[src/inc/mir_cfg.svh]
// Constants for the move and interrupt-return execution block
`ifndef MIR_CFG_SVH
`define MIR_CFG_SVH
`define MIR_IW 14
`define MIR_FA_W 7
`define MIR_PC_W 13
`define MIR_DEPTH 8
`define MIR_SP_W 3
`define MIR_IRQEN_BIT 7
`define MIR_RETIRQ_CYC 2'h2
`define MIR_OP_NOP 14'h0000
`define MIR_OP_RETIRQ 14'h0009
`define MIR_OP_RET 14'h0008
`define MIR_MSK_ACC2F 14'h3f80
`define MIR_PAT_ACC2F 14'h0080
`define MIR_MSK_F2DEST 14'h3f00
`define MIR_PAT_F2DEST 14'h0800
`define MIR_MSK_LITACC 14'h3c00
`define MIR_PAT_LITACC 14'h3000
`define MIR_D_BIT 7
`define MIR_PC_RST 13'h0000
`endif

[src/inc/mir_pkg.sv]
// Types shared by the move and interrupt-return block
`include "mir_cfg.svh"
package mir_pkg;
    typedef enum logic [2:0] {
        MIR_OP_NONE = 3'b000,
        MIR_OP_FMOVE = 3'b001,
        MIR_OP_AMOVE = 3'b010,
        MIR_OP_LIT = 3'b011,
        MIR_OP_NOPI = 3'b100,
        MIR_OP_RETI = 3'b101
    } mir_op_t;

    typedef enum logic [0:0] {
        MIR_ST_EXEC = 1'b0,
        MIR_ST_FLUSH = 1'b1
    } mir_state_t;

    typedef struct packed {
        logic we;
        logic [`MIR_FA_W-1:0] addr;
        logic [7:0] data;
    } mir_fwr_t;
endpackage : mir_pkg

[src/verilog/mir_stack.sv]
// Hardware return stack with a registered top-of-stack output
`timescale 1ns/1ps
`include "mir_cfg.svh"
module mir_stack
    import mir_pkg::*;
(
    input wire logic clock_i,
    input wire logic sys_rst_i,
    input wire logic push_i,
    input wire logic pop_i,
    input wire logic [`MIR_PC_W-1:0] push_data_i,
    output logic [`MIR_PC_W-1:0] top_o
);
    logic [`MIR_PC_W-1:0] mem_r [`MIR_DEPTH];
    logic [`MIR_SP_W-1:0] sp_r;
    logic [`MIR_SP_W-1:0] sp_nxt;
    logic [`MIR_PC_W-1:0] top_nxt;

    // Circular stack: overflow silently wraps and overwrites the oldest entry
    always_comb begin
        sp_nxt = sp_r;
        top_nxt = mem_r[sp_r - `MIR_SP_W'(1)];
        if (push_i) begin
            sp_nxt = sp_r + `MIR_SP_W'(1);
            top_nxt = push_data_i;
        end else if (pop_i) begin
            sp_nxt = sp_r - `MIR_SP_W'(1);
            top_nxt = mem_r[sp_r - `MIR_SP_W'(2)];
        end
    end

    always_ff @(posedge clock_i or posedge sys_rst_i) begin
        if (sys_rst_i) begin
            sp_r <= '0;
            top_o <= '0;
        end else begin
            sp_r <= sp_nxt;
            top_o <= top_nxt;
        end
    end

    always_ff @(posedge clock_i) begin
        if (push_i) begin
            mem_r[sp_r] <= push_data_i;
        end
    end
endmodule : mir_stack

[src/verilog/mir_core.sv]
// Execution of file moves, literal load, no-op and return from interrupt
//
// Behaviour
// RULE_01: File move with destination zero writes the addressed register into accumulator.
// RULE_02: File move with destination one writes value back; accumulator unchanged.
// RULE_03: File move updates zero flag from moved value; one word, one cycle.
// RULE_04: Accumulator-to-file copies accumulator to register, no flags, one cycle.
// RULE_05: Literal load puts the 8-bit immediate in accumulator, flags untouched.
// RULE_06: Unused literal-load bits are don't-care; encoder fills them with zeros.
// RULE_07: Return from interrupt pops stack and loads popped top into program counter.
// RULE_08: Return from interrupt also sets global interrupt enable to one.
// RULE_09: Enable sits at bit 7 of control register; return takes two cycles.
// RULE_10: Zero flag set when moved value is all zeros, cleared otherwise.
`timescale 1ns/1ps
`include "mir_cfg.svh"
module mir_core
    import mir_pkg::*;
(
    input wire logic clock_i,
    input wire logic sys_rst_i,
    input wire logic instr_valid_i,
    input wire logic [`MIR_IW-1:0] instr_i,
    input wire logic [7:0] file_rdata_i,
    input wire logic call_push_i,
    input wire logic [`MIR_PC_W-1:0] call_pc_i,
    input wire logic irq_ack_i,
    output logic [`MIR_FA_W-1:0] file_raddr_o,
    output mir_fwr_t file_wr_o,
    output logic [7:0] acc_o,
    output logic zero_flag_o,
    output logic [7:0] irq_control_reg_o,
    output logic [`MIR_PC_W-1:0] pc_o,
    output logic pc_load_o,
    output logic busy_o
);
    function automatic mir_op_t decode(input logic [`MIR_IW-1:0] w);
        if (w == `MIR_OP_RETIRQ) return MIR_OP_RETI;
        if (w == `MIR_OP_NOP) return MIR_OP_NOPI;
        if ((w & `MIR_MSK_ACC2F) == `MIR_PAT_ACC2F) return MIR_OP_AMOVE;
        if ((w & `MIR_MSK_F2DEST) == `MIR_PAT_F2DEST) return MIR_OP_FMOVE;
        if ((w & `MIR_MSK_LITACC) == `MIR_PAT_LITACC) return MIR_OP_LIT;
        return MIR_OP_NONE;
    endfunction : decode

    mir_state_t state_r, state_nxt;
    mir_op_t op;
    logic [7:0] acc_nxt;
    logic zero_nxt;
    logic [7:0] icr_nxt;
    logic [`MIR_PC_W-1:0] pc_nxt;
    logic pc_load_nxt;
    mir_fwr_t fwr_nxt;
    logic pop;
    logic [`MIR_PC_W-1:0] stack_top;

    // File read address is combinational from the word so the read completes in one cycle
    assign file_raddr_o = instr_i[`MIR_FA_W-1:0];
    assign op = (instr_valid_i && state_r == MIR_ST_EXEC) ? decode(instr_i) : MIR_OP_NONE;
    assign pop = (op == MIR_OP_RETI); // RULE_07

    mir_stack u_stack (
        .clock_i(clock_i),
        .sys_rst_i(sys_rst_i),
        .push_i(call_push_i && !pop),
        .pop_i(pop),
        .push_data_i(call_pc_i),
        .top_o(stack_top)
    );

    always_comb begin
        state_nxt = MIR_ST_EXEC;
        acc_nxt = acc_o;
        zero_nxt = zero_flag_o;
        icr_nxt = irq_control_reg_o;
        pc_nxt = pc_o;
        pc_load_nxt = 1'b0;
        fwr_nxt = '0;
        // Entering an interrupt clears the enable; the core's interrupt logic signals it
        if (irq_ack_i) begin
            icr_nxt[`MIR_IRQEN_BIT] = 1'b0;
        end
        unique case (op)
            MIR_OP_FMOVE: begin
                if (instr_i[`MIR_D_BIT]) begin
                    fwr_nxt.we = 1'b1; // RULE_02
                    fwr_nxt.addr = instr_i[`MIR_FA_W-1:0];
                    fwr_nxt.data = file_rdata_i;
                end else begin
                    acc_nxt = file_rdata_i; // RULE_01
                end
                zero_nxt = (file_rdata_i == 8'h00); // RULE_03 RULE_10
            end
            MIR_OP_AMOVE: begin
                fwr_nxt.we = 1'b1; // RULE_04
                fwr_nxt.addr = instr_i[`MIR_FA_W-1:0];
                fwr_nxt.data = acc_o;
            end
            // Only the low byte is used; the don't-care bits are ignored
            MIR_OP_LIT: acc_nxt = instr_i[7:0]; // RULE_05 RULE_06
            MIR_OP_RETI: begin
                pc_nxt = stack_top; // RULE_07
                pc_load_nxt = 1'b1;
                icr_nxt[`MIR_IRQEN_BIT] = 1'b1; // RULE_08 RULE_09
                state_nxt = MIR_ST_FLUSH; // RULE_09
            end
            MIR_OP_NOPI, MIR_OP_NONE: ;
            default: ;
        endcase
    end

    always_ff @(posedge clock_i or posedge sys_rst_i) begin
        if (sys_rst_i) begin
            state_r <= MIR_ST_EXEC;
            acc_o <= 8'h00;
            zero_flag_o <= 1'b0;
            irq_control_reg_o <= 8'h00;
            pc_o <= `MIR_PC_RST;
            pc_load_o <= 1'b0;
            file_wr_o <= '0;
            busy_o <= 1'b0;
        end else begin
            state_r <= state_nxt;
            acc_o <= acc_nxt;
            zero_flag_o <= zero_nxt;
            irq_control_reg_o <= icr_nxt;
            pc_o <= pc_nxt;
            pc_load_o <= pc_load_nxt;
            file_wr_o <= fwr_nxt;
            busy_o <= (state_nxt == MIR_ST_FLUSH);
        end
    end

    a_fmove_zero: assert property (@(posedge clock_i) disable iff (sys_rst_i) // RULE_10
        op == MIR_OP_FMOVE |=> zero_flag_o == ($past(file_rdata_i) == 8'h00))
        else $error("zero flag wrong after file move");
    a_fmove_acc: assert property (@(posedge clock_i) disable iff (sys_rst_i) // RULE_01
        (op == MIR_OP_FMOVE && !instr_i[`MIR_D_BIT]) |=> acc_o == $past(file_rdata_i)
            && !file_wr_o.we)
        else $error("file move to accumulator wrong");
    a_fmove_back: assert property (@(posedge clock_i) disable iff (sys_rst_i) // RULE_02
        (op == MIR_OP_FMOVE && instr_i[`MIR_D_BIT]) |=> $stable(acc_o) && file_wr_o.we
            && file_wr_o.data == $past(file_rdata_i))
        else $error("file move back wrong");
    // The write-back must land on the very register that was read
    a_fmove_single: assert property (@(posedge clock_i) disable iff (sys_rst_i) // RULE_03
        op == MIR_OP_FMOVE |=> !busy_o
            && (!file_wr_o.we || file_wr_o.addr == $past(file_raddr_o)))
        else $error("file move not single cycle or wrong address");
    a_acc_copy: assert property (@(posedge clock_i) disable iff (sys_rst_i) // RULE_04
        op == MIR_OP_AMOVE |=> file_wr_o.we && file_wr_o.data == $past(acc_o)
            && $stable(zero_flag_o) && file_wr_o.addr == $past(instr_i[`MIR_FA_W-1:0]))
        else $error("accumulator to file wrong");
    a_lit_load: assert property (@(posedge clock_i) disable iff (sys_rst_i) // RULE_05
        op == MIR_OP_LIT |=> acc_o == $past(instr_i[7:0]) && $stable(zero_flag_o))
        else $error("literal load wrong");
    a_lit_dc: assert property (@(posedge clock_i) disable iff (sys_rst_i) // RULE_06
        op == MIR_OP_LIT |=> !file_wr_o.we && !pc_load_o)
        else $error("literal load side effect");
    a_ret_pc: assert property (@(posedge clock_i) disable iff (sys_rst_i) // RULE_07
        op == MIR_OP_RETI |=> pc_load_o && pc_o == $past(stack_top))
        else $error("return did not load top of stack");
    // Return wins over a simultaneous interrupt acknowledge
    a_ret_enable: assert property (@(posedge clock_i) disable iff (sys_rst_i) // RULE_08
        op == MIR_OP_RETI |=> irq_control_reg_o[`MIR_IRQEN_BIT])
        else $error("return did not set enable");
    a_ret_two: assert property (@(posedge clock_i) disable iff (sys_rst_i) // RULE_09
        op == MIR_OP_RETI |=> busy_o ##1 !busy_o)
        else $error("return not two cycles");
endmodule : mir_core

[config.mk]
export PLATFORM = sky130hd
export DESIGN_NAME = mir_core
export DESIGN_NICKNAME = d
export VERILOG_FILES = /design/src/inc/mir_pkg.sv /design/src/verilog/mir_stack.sv /design/src/verilog/mir_core.sv
export VERILOG_INCLUDE_DIRS = /design/src /design/src/inc
export SDC_FILE = /design/constraint.sdc
export NUM_CORES = 1
export LEC_CHECK = 0
export BUFFER_PORTS_ARGS = -buffer_cell sky130_fd_sc_hd__buf_2
export CELL_PAD_IN_SITES_DETAIL_PLACEMENT = 1
export CELL_PAD_IN_SITES_GLOBAL_PLACEMENT = 2
export CORE_MARGIN = 2
export CORE_UTILIZATION = 42
export CTS_BUF_LIST = sky130_fd_sc_hd__clkbuf_2
export CTS_CLUSTER_SIZE = 12
export DETAILED_ROUTE_END_ITERATION = 10
export PLACE_DENSITY = 0.78
export SYNTH_ARGS = -nofsm -noshare
export SYNTH_HDL_FRONTEND = slang
export SYNTH_HIERARCHICAL = 1
export SYNTH_SLANG_ARGS = --single-unit
[constraint.sdc]
create_clock -name clock_i -period 2.65 [get_ports clock_i]
set_input_delay 0.265 -clock clock_i [delete_from_list [all_inputs] [get_ports clock_i]]
set_output_delay 0.265 -clock clock_i [all_outputs]
set_load 0.005 [all_outputs]
==> impl_results.md, run 1 <==
* CP max-delay cell: dlygate4sd3_1
* Port Buf Inserts at 87
* Syn. warnings at 6
* PwrDens at 965 nW/um^2
* Fin crit period at 2.44 ns
* Synth top area cells: edfxtp_1 (42%), dfrtp_1 (19%), mux2_2 (5.7%)
* Worst VDD drop at ~0.00055 V
* Synthesized area at 7520 sq um
* Yosys reg bits at 160
* I/O pin cnt at between 90 and 100
* Final setup viols at 0
* Total Neg Setup Slack at 0 ns
* Highest Signal Layer: met4
* Status: finished, final reports clean
* Placer Congestion at 0.808
* Fin Clk Skew at about 0.028 ns
* Setup CP Type: primary input to flop
* First-pass GRT wire length at between 30000 and 40000 um
* Rel. slew slack at 0.517
* Drt total wl at 20000 um
* Drt pass-1 iters at 4
* Worst-Margin Slew at a little over 0.7 ns
* Die W at approximately 140 um
* Post-synth EDFFs at about 100
* Finished Layout Cells at 915
* Wire length on met3 at approximately 1300 um
* Largest family of logic cells by synthesized area: multiplexers
* CP Max Fanout at 6
* Synth async-reset ratio at 0.350
* Syn-to-layout area delta at 20.4%
* Peak Freq at ~0.41 GHz
* PnR worst setup slack at about 0.21 ns
* Dpl cells at about 830
* Comb pwr share at 0.475
* Switching Power at 3380 uW
* H-tree depth at 4
* Clock-pin slew on the worst setup and hold paths at approximately 0.25 ns
* Synth area leader: edfxtp_1
* Met2 WL at a little under 10000 um
* Vias at between 5000 and 6000
* Share of layout cells above drive strength 1 at 0.341
* RSZ-0062 raised after global routing: no
* Internal power at roughly 5400 uW
* Synth unique cells at 55
* Compound-Gate Fraction of Synth Area at 0.106
* Placed Area at around 8300 sq um
* Final Hold Fails at 0
* Max incr delay on CP at between 0.6 and 0.7 ns
* Pre-CTS setup slack at about 0.22 ns
* Buffers & Inverters on Critical Path at 5
* Vias in the first global route at 5473
* Layout Nets at a little over 700
* Routed met1 length at 8260 um
* Grt total ovfl at 0
* DRT antenna net count at 0
* CTS tree: yes
* Root buffer cell: clkbuf_2
* Largest net degree at the start of global routing at 39
* Period utilization at 0.922
* Fraction of synthesized cell area taken by the top area cell type at 0.415
* Leak at roughly 0.0037 uW
* Multiplexer area fraction after synthesis at 0.138
* Post-synthesis sequential area ratio at 0.602
* Starting Density at 0.432
* Initial antenna violation count at 1
* Clock Latency Late Sink at 0.74 ns
* Detailed placer's ending HPWL at approximately 14000 um
* Ys flop type: edfxtp_1
* First DRT Iteration DRCs at 289
* Max-cap viol count at 0
* Sequential share of power at 0.374
* Fin area at just over 9000 sq um
* CTS buffer count at 17
* Critical Path RT at ~3.3 ns
* Final Slew Violations at 0
* Die ar. at about 19000 sq um
* Crit. End Element: flop
* Chip height at between 100 and 150 um
* DRC viols at 0
* Adder-cell share of the synthesized area at 0.00998
* Wire per inst at ~22 um
* DR vias/cell at 5.60
* Post-Synth XOR/XNOR Area at 0.00349
* Core box area at 17400 sq um
* Total track usage at 0.218
* Post-Syn Area per Cell at between 10 and 15 sq um
* Row count at 48
* Clock sink total at 160
* Critical Path AT at approximately 3 ns
* Simple-gate area share of the yosys netlist at 0.0947
* Cells after Synth at approximately 520
* Clock Power Share at 0.152
* Hold WC Path Type: primary input to async pin
* Top Family by Delay on Critical Path: buffers and inverters
* Worst-path cell chain: dlygate4sd3_1 > buf_2 > nor4_4 > dlygate4sd3_1 > nand4_1 > nor3_1 > buf_4 > nor2_1 > nand3b_1 > buf_4 > o221ai_1 > a211o_1
* Net Sw Frac at 0.387
* CTS max path bufs at 2
* Startpoint Class: primary input
## area by class of cell
type	instances	area, sq um
clock buffer	17	85.1
multi-input combinational	313	2700
clock inverter	15	149
timing repair buffer	174	1270
antenna	1	2.50
tap	225	282
sequential	160	4520
fill	1783	8370
inverter	10	37.5
## worst paths after layout
path                              startpoint                end  slack (ns)  cells past startpoint
min reg2reg                u_stack/top_o[11]           pc_o[11]        0.49                      1
max in group asynchronous          sys_rst_i   u_stack/top_o[4]        2.00                      3
min                                sys_rst_i            pc_o[3]        0.09                      4
max reg2reg                          state_r  u_stack/top_o[11]        0.28                     10
min in group clock_i             call_push_i    u_stack/sp_r[0]        0.11                      4
max                               instr_i[9]  u_stack/top_o[11]        0.21                     12
## state kept, by name (all words and copies together), names as in the netlist
signal	flops
pc_o	13
u_stack/top_o	13
zero_flag_o	1
state_r	1
u_stack/mem_r	104
file_wr_o	16
u_stack/sp_r	3
irq_control_reg_o	1
acc_o	8
## what timing repair did
action                                  CTS  global route
resized for setup                         0             0
endpoints found under the hold margin   200             0
endpoints found under the setup margin    0            12
buffers inserted                          0             1
hold buffers                             48             0
## metrics by stage
| stage | hold WS (ns) | utilization | total power [uW] |
|---|---|---|---|
| 3_5_place_dp | 0.335 | 0.478 | 7420 |
| 2_1_floorplan | 0.179 | - | 6140 |
| 3_3_place_gp | 0.324 | 0.478 | 7320 |
| 5_1_grt | 0.0265 | 0.520 | 9180 |
| 4_1_cts | 0.0126 | 0.519 | 8790 |
| 6_report | 0.0942 | 0.520 | 8730 |
## worst reg2reg max path, cell delays in order (launching register included)
cell and delay (ns):
dfrtp_1 0.45, nand2b_1 0.26, nor3_1 0.18, nand4_1 0.22, nor2_4 0.16, nor2b_2 0.07, nor2_1 0.29, nand3b_1 0.16
buf_4 0.19, o221ai_1 0.23, a211o_1 0.14
## synth_stat cells, types with 14 or more instances
library cell / count
a211oi_1: 24
buf_4: 16
dfrtp_1: 56
edfxtp_1: 104
mux2_2: 38
mux2i_1: 25
mux4_2: 16
nand2_1: 19
nor2_1: 22
nor2b_1: 28
nor4_1: 16
o22ai_1: 14
## per-layer routing
metal / global-route usage / up-vias
met3: 0.0471 / 34
met1: 0.268 / 2565
li1: - / 2323
met4: 0.0884 / 0
met2: 0.375 / 203
met5: 0 / -
## cells by family after synthesis
family,after synthesis
fa+ha+maj,6
mux,79
buf+inv,57
other cells,1
flops,160
compound gates,95
simple gates,123
xor+xnor,3
## cells in the final DEF (no fill, tap or decap), drive strengths merged, types with 8 or more instances in the layout
| master | netlist | routed |
|---|---|---|
| nor2 | 24 | 24 |
| buf | 36 | 126 |
| a32o | 8 | 8 |
| clkbuf | 11 | 17 |
| a211o | 13 | 13 |
| inv | 10 | 19 |
| nor4 | 18 | 18 |
| nor2b | 30 | 30 |
| and2 | 11 | 11 |
| a21oi | 9 | 9 |
| dlygate4sd3 | 0 | 48 |
| mux4 | 16 | 16 |
| o221ai | 12 | 12 |
| mux2 | 38 | 38 |
| o22ai | 14 | 14 |
| mux2i | 25 | 25 |
| a211oi | 25 | 25 |
| edfxtp | 104 | 104 |
| dfrtp | 56 | 56 |
| nand2 | 19 | 19 |
## power by group through the flow
stage               sequential, uW  combinational (uW)  clock, uW
floorplan                     3230                2910          0
global placement              3300                4020          0
detailed placement            3320                4110          0
CTS                           3260                4160       1370
global route                  3300                4420       1470
finish                        3260                4150       1330
No activity file was read; power rests on OpenSTA's default activity.
==> inputs of run 2 (changes only) <==
ABC_AREA = 1   (was unset)
CORE_UTILIZATION = 37   (was 42)
PLACE_DENSITY = 0.79   (was 0.78)
SYNTH_HIERARCHICAL = unset   (was 1)
==> run 2 against run 1 <==
Compared with the run above:
- critical path depth shrank 4
- worst setup slack gained 0.082 ns
- register-to-register slack is essentially flat
- final cell count grew 37%
- worst hold slack lost 0.0087 ns
- sequential cell count is the same
- non-clock buffer count shrank 16
- clock skew grew 0.017 ns
- die area grew 16%
- total power grew 2.2%
- critical endpoint is now file_wr_o[7]
==> impl_results.md, run 2 <==
* Largest regs: u_stack.mem_r: 104 flops, file_wr_o: 16 flops (was u_stack/mem_r: 104 flops, file_wr_o: 16 flops)
* Wire per inst at 18.8 um (was 21.8 um)
* Max incr delay on CP at 0.59 ns (was 0.62 ns)
* DR vias/cell at 5.10 (was 5.60)
* PnR worst setup slack at 0.289 ns (was 0.207 ns)
* Fin crit period at 2.36 ns (was 2.44 ns)
* Setup CP Type: flop to flop (was primary input to flop)
* Fraction of synthesized cell area taken by the top area cell type at 0.406 (was 0.415)
* Peak Freq at 0.423 GHz (was 0.409 GHz)
* Total track usage at 0.220 (was 0.218)
* Worst-Margin Slew at 0.704 ns (was 0.723 ns)
* Finished Layout Cells at 1255 (was 915)
* Drt pass-1 iters at 4 (unchanged)
* Ys flop type: edfxtp_1 (unchanged)
* Most frequent cells in the layout: nand2_1 (270), o21ai_0 (115), edfxtp_1 (104) (was edfxtp_1 (104), buf_2 (87), dfrtp_1 (56))
* Synthesized area at 7690 sq um (was 7520 sq um)
* CP max-delay cell: dlygate4sd3_1 (unchanged)
* Synth top area cells: edfxtp_1 (41%), dfrtp_1 (18%), nand2_1 (13%) (was edfxtp_1 (42%), dfrtp_1 (19%), mux2_2 (5.7%))
* Status: finished, final reports clean (unchanged)
* Initial antenna violation count at 1 (unchanged)
* Postcts setup bufs at 0 (unchanged)
* Vias in the first global route at 6615 (was 5473)
* CTS tree: yes (unchanged)
* Most common cell in the netlist: nand2_1 (was edfxtp_1)
* Starting Density at 0.379 (was 0.432)
* RSZ-0062 raised after global routing: no (unchanged)
* Cells after Synth at 849 (was 524)
* Pre-CTS setup slack at 0.557 ns (was 0.218 ns)
* Detailed placer's ending HPWL at 15700 um (was 13600 um)
* Share of layout cells above drive strength 1 at 0.159 (was 0.341)
* Final setup viols at 0 (unchanged)
* Fin Clk Skew at 0.0451 ns (was 0.0277 ns)
* Clock sink total at 160 (unchanged)
* Synth unique cells at 31 (was 55)
* Dpl cells at 1178 (was 833)
* Drt total wl at 23600 um (was 20000 um)
* Die ar. at 22000 sq um (was 19000 sq um)
* Startpoint Class: flop (was primary input)
* DRT antenna net count at 0 (unchanged)
* Final Hold Fails at 0 (unchanged)
* Row count at 52 (was 48)
* Rel. slew slack at 0.530 (was 0.517)
* CTS buffer count at 17 (unchanged)
* Critical Path AT at 3.04 ns (was 3.08 ns)
* Leak at 0.00410 uW (was 0.00374 uW)
* Critical Path RT at 3.32 ns (was 3.29 ns)
* Syn. warnings at 0 (was 6)
* Clock Latency Late Sink at 0.72 ns (was 0.74 ns)
* Chip height at 148 um (was 138 um)
* Core box area at 20300 sq um (was 17400 sq um)
* Most common cell after layout, fill and taps aside: nand2_1 (was edfxtp_1)
* Final Slew Violations at 0 (unchanged)
* First DRT Iteration DRCs at 370 (was 289)
* Hold WC Path Type: primary input to async pin (unchanged)
* First-pass GRT wire length at 36900 um (was 30300 um)
* Largest net degree at the start of global routing at 160 (was 39)
* Layout Nets at 1017 (was 722)
* I/O pin cnt at 95 (unchanged)
* Register with the most flip-flops: u_stack.mem_r (was u_stack/mem_r)
* CP Max Fanout at 10 (was 6)
* Post-cts resize count at 0 (unchanged)
* Syn-to-layout area delta at 18.9% (was 20.4%)
* Die W at 148 um (was 138 um)
* Post-synth EDFFs at 104 (unchanged)
* Largest register FFs at 104 (unchanged)
* Top cells by count, synth: nand2_1 (270), o21ai_0 (115), edfxtp_1 (104) (was edfxtp_1 (104), dfrtp_1 (56), mux2_2 (38))
* Root buffer cell: clkbuf_2 (unchanged)
* Clock-pin slew on the worst setup and hold paths at 0.23 ns (was 0.25 ns)
* Placer Congestion at 0.810 (was 0.808)
* Crit. End Element: flop (unchanged)
* Post-Syn Area per Cell at 9.06 sq um (was 14.4 sq um)
* Worst VDD drop at 0.000656 V (was 0.000546 V)
* Period utilization at 0.891 (was 0.922)
* CTS max path bufs at 2 (unchanged)
* Yosys reg bits at 160 (unchanged)
* Post-synthesis sequential area ratio at 0.588 (was 0.602)
* Synth async-reset ratio at 0.350 (unchanged)
* Synth area leader: edfxtp_1 (unchanged)
* Total Neg Setup Slack at 0 ns (unchanged)
* Port Buf Inserts at 87 (unchanged)
* Vias at 6397 (was 5125)
* H-tree depth at 4 (unchanged)
* PwrDens at 975 nW/um^2 (was 965 nW/um^2)
* Worst-path cell chain: nor2_1 > inv_1 > a21oi_4 > nand3_2 > clkinv_1 > nand2_1 > o21ai_0 > dlygate4sd3_1 (was dlygate4sd3_1 > buf_2 > nor4_4 > dlygate4sd3_1 > nand4_1 > nor3_1 > buf_4 > nor2_1 > nand3b_1 > buf_4 > o221ai_1 > a211o_1)
* DRC viols at 0 (unchanged)
* Grt total ovfl at 0 (unchanged)
* Max-cap viol count at 0 (unchanged)
run 2: cell count changes after synthesis, moves of 16 or more:
cell and delta:
a211oi_1 -24, a21oi_1 +20, clkbuf_1 +20, inv_1 +43
mux2_2 -38, mux2i_1 -25, mux4_2 -16, nand2_1 +251
nand3_1 +54, nor2_1 +25, nor2b_1 -28, o211ai_1 +25
o21ai_0 +113
run 2: final timing paths:
check | startpoint | to | slack [ns] | cells past startpoint
min reg2reg | u_stack.top_o[9] | pc_o[9] | 0.45 | 2
max | state_r | file_wr_o[7] | 0.29 | 8
min in group clock_i | instr_valid_i | zero_flag_o | 0.11 | 7
min | sys_rst_i | u_stack.top_o[11] | 0.09 | 3
max in group asynchronous | sys_rst_i | u_stack.top_o[9] | 1.98 | 4
max reg2reg | state_r | file_wr_o[7] | 0.29 | 8
run 2: area by class of cell:
| type | instances | area, sq um |
|---|---|---|
| fill | 2398 | 11200 |
| sequential | 160 | 4530 |
| multi-input combinational | 577 | 2680 |
| timing repair buffer | 158 | 1120 |
| tap | 270 | 338 |
| inverter | 57 | 214 |
| clock inverter | 15 | 190 |
| clock buffer | 17 | 85.1 |
| antenna | 1 | 2.50 |
run 2: cell families after synthesis:
kind of cell / Yosys count / synth area share
and+or+nand+nor: 384 / 0.203
AOI/OAI and AO/OA: 177 / 0.128
DFF: 160 / 0.588
buffers and inverters: 118 / 0.0672
adders and majority gates: 6 / 0.00976
xor gates and xnor gates: 3 / 0.00342
other: 1 / 0.000487
run 2: worst max-delay path: cells and delay by family (launching register included):
family | cells | cell delay [ns]
AOI/OAI and AO/OA | 2 | 0.41
buffers and inverters | 3 | 0.95
DFF | 1 | 0.45
and+or+nand+nor | 3 | 0.52
run 2: per-layer routing:
metal	wire length [um]	global-route usage
met1	10400	0.282
met2	11900	0.388
met3	1000	0.0368
met4	345	0.0576
met5	0	0
run 2: through the flow:
stage               hold WS, ns  area [sq um]   util  power (uW)
floorplan                 0.364          7720      -        5920
global placement          0.324          8430  0.415        7290
detailed placement        0.338          8430  0.415        7460
CTS                      0.0316          9150  0.451        9030
global route             0.0447          9150  0.451        9620
finish                   0.0855          9150  0.451        8920
run 2: repair_timing:
action,in CTS,in global routing
setup endpoints to repair,0,0
hold buffers,44,0
hold endpoints to repair,202,0
run 2: where the power goes:
group	total (uW)	leakage (uW)	internal, uW	switching, uW
clock network	1500	0.000143	610	891
logic	4180	0.00227	1260	2920
registers	3250	0.00168	3070	172
total	8920	0.00410	4940	3980
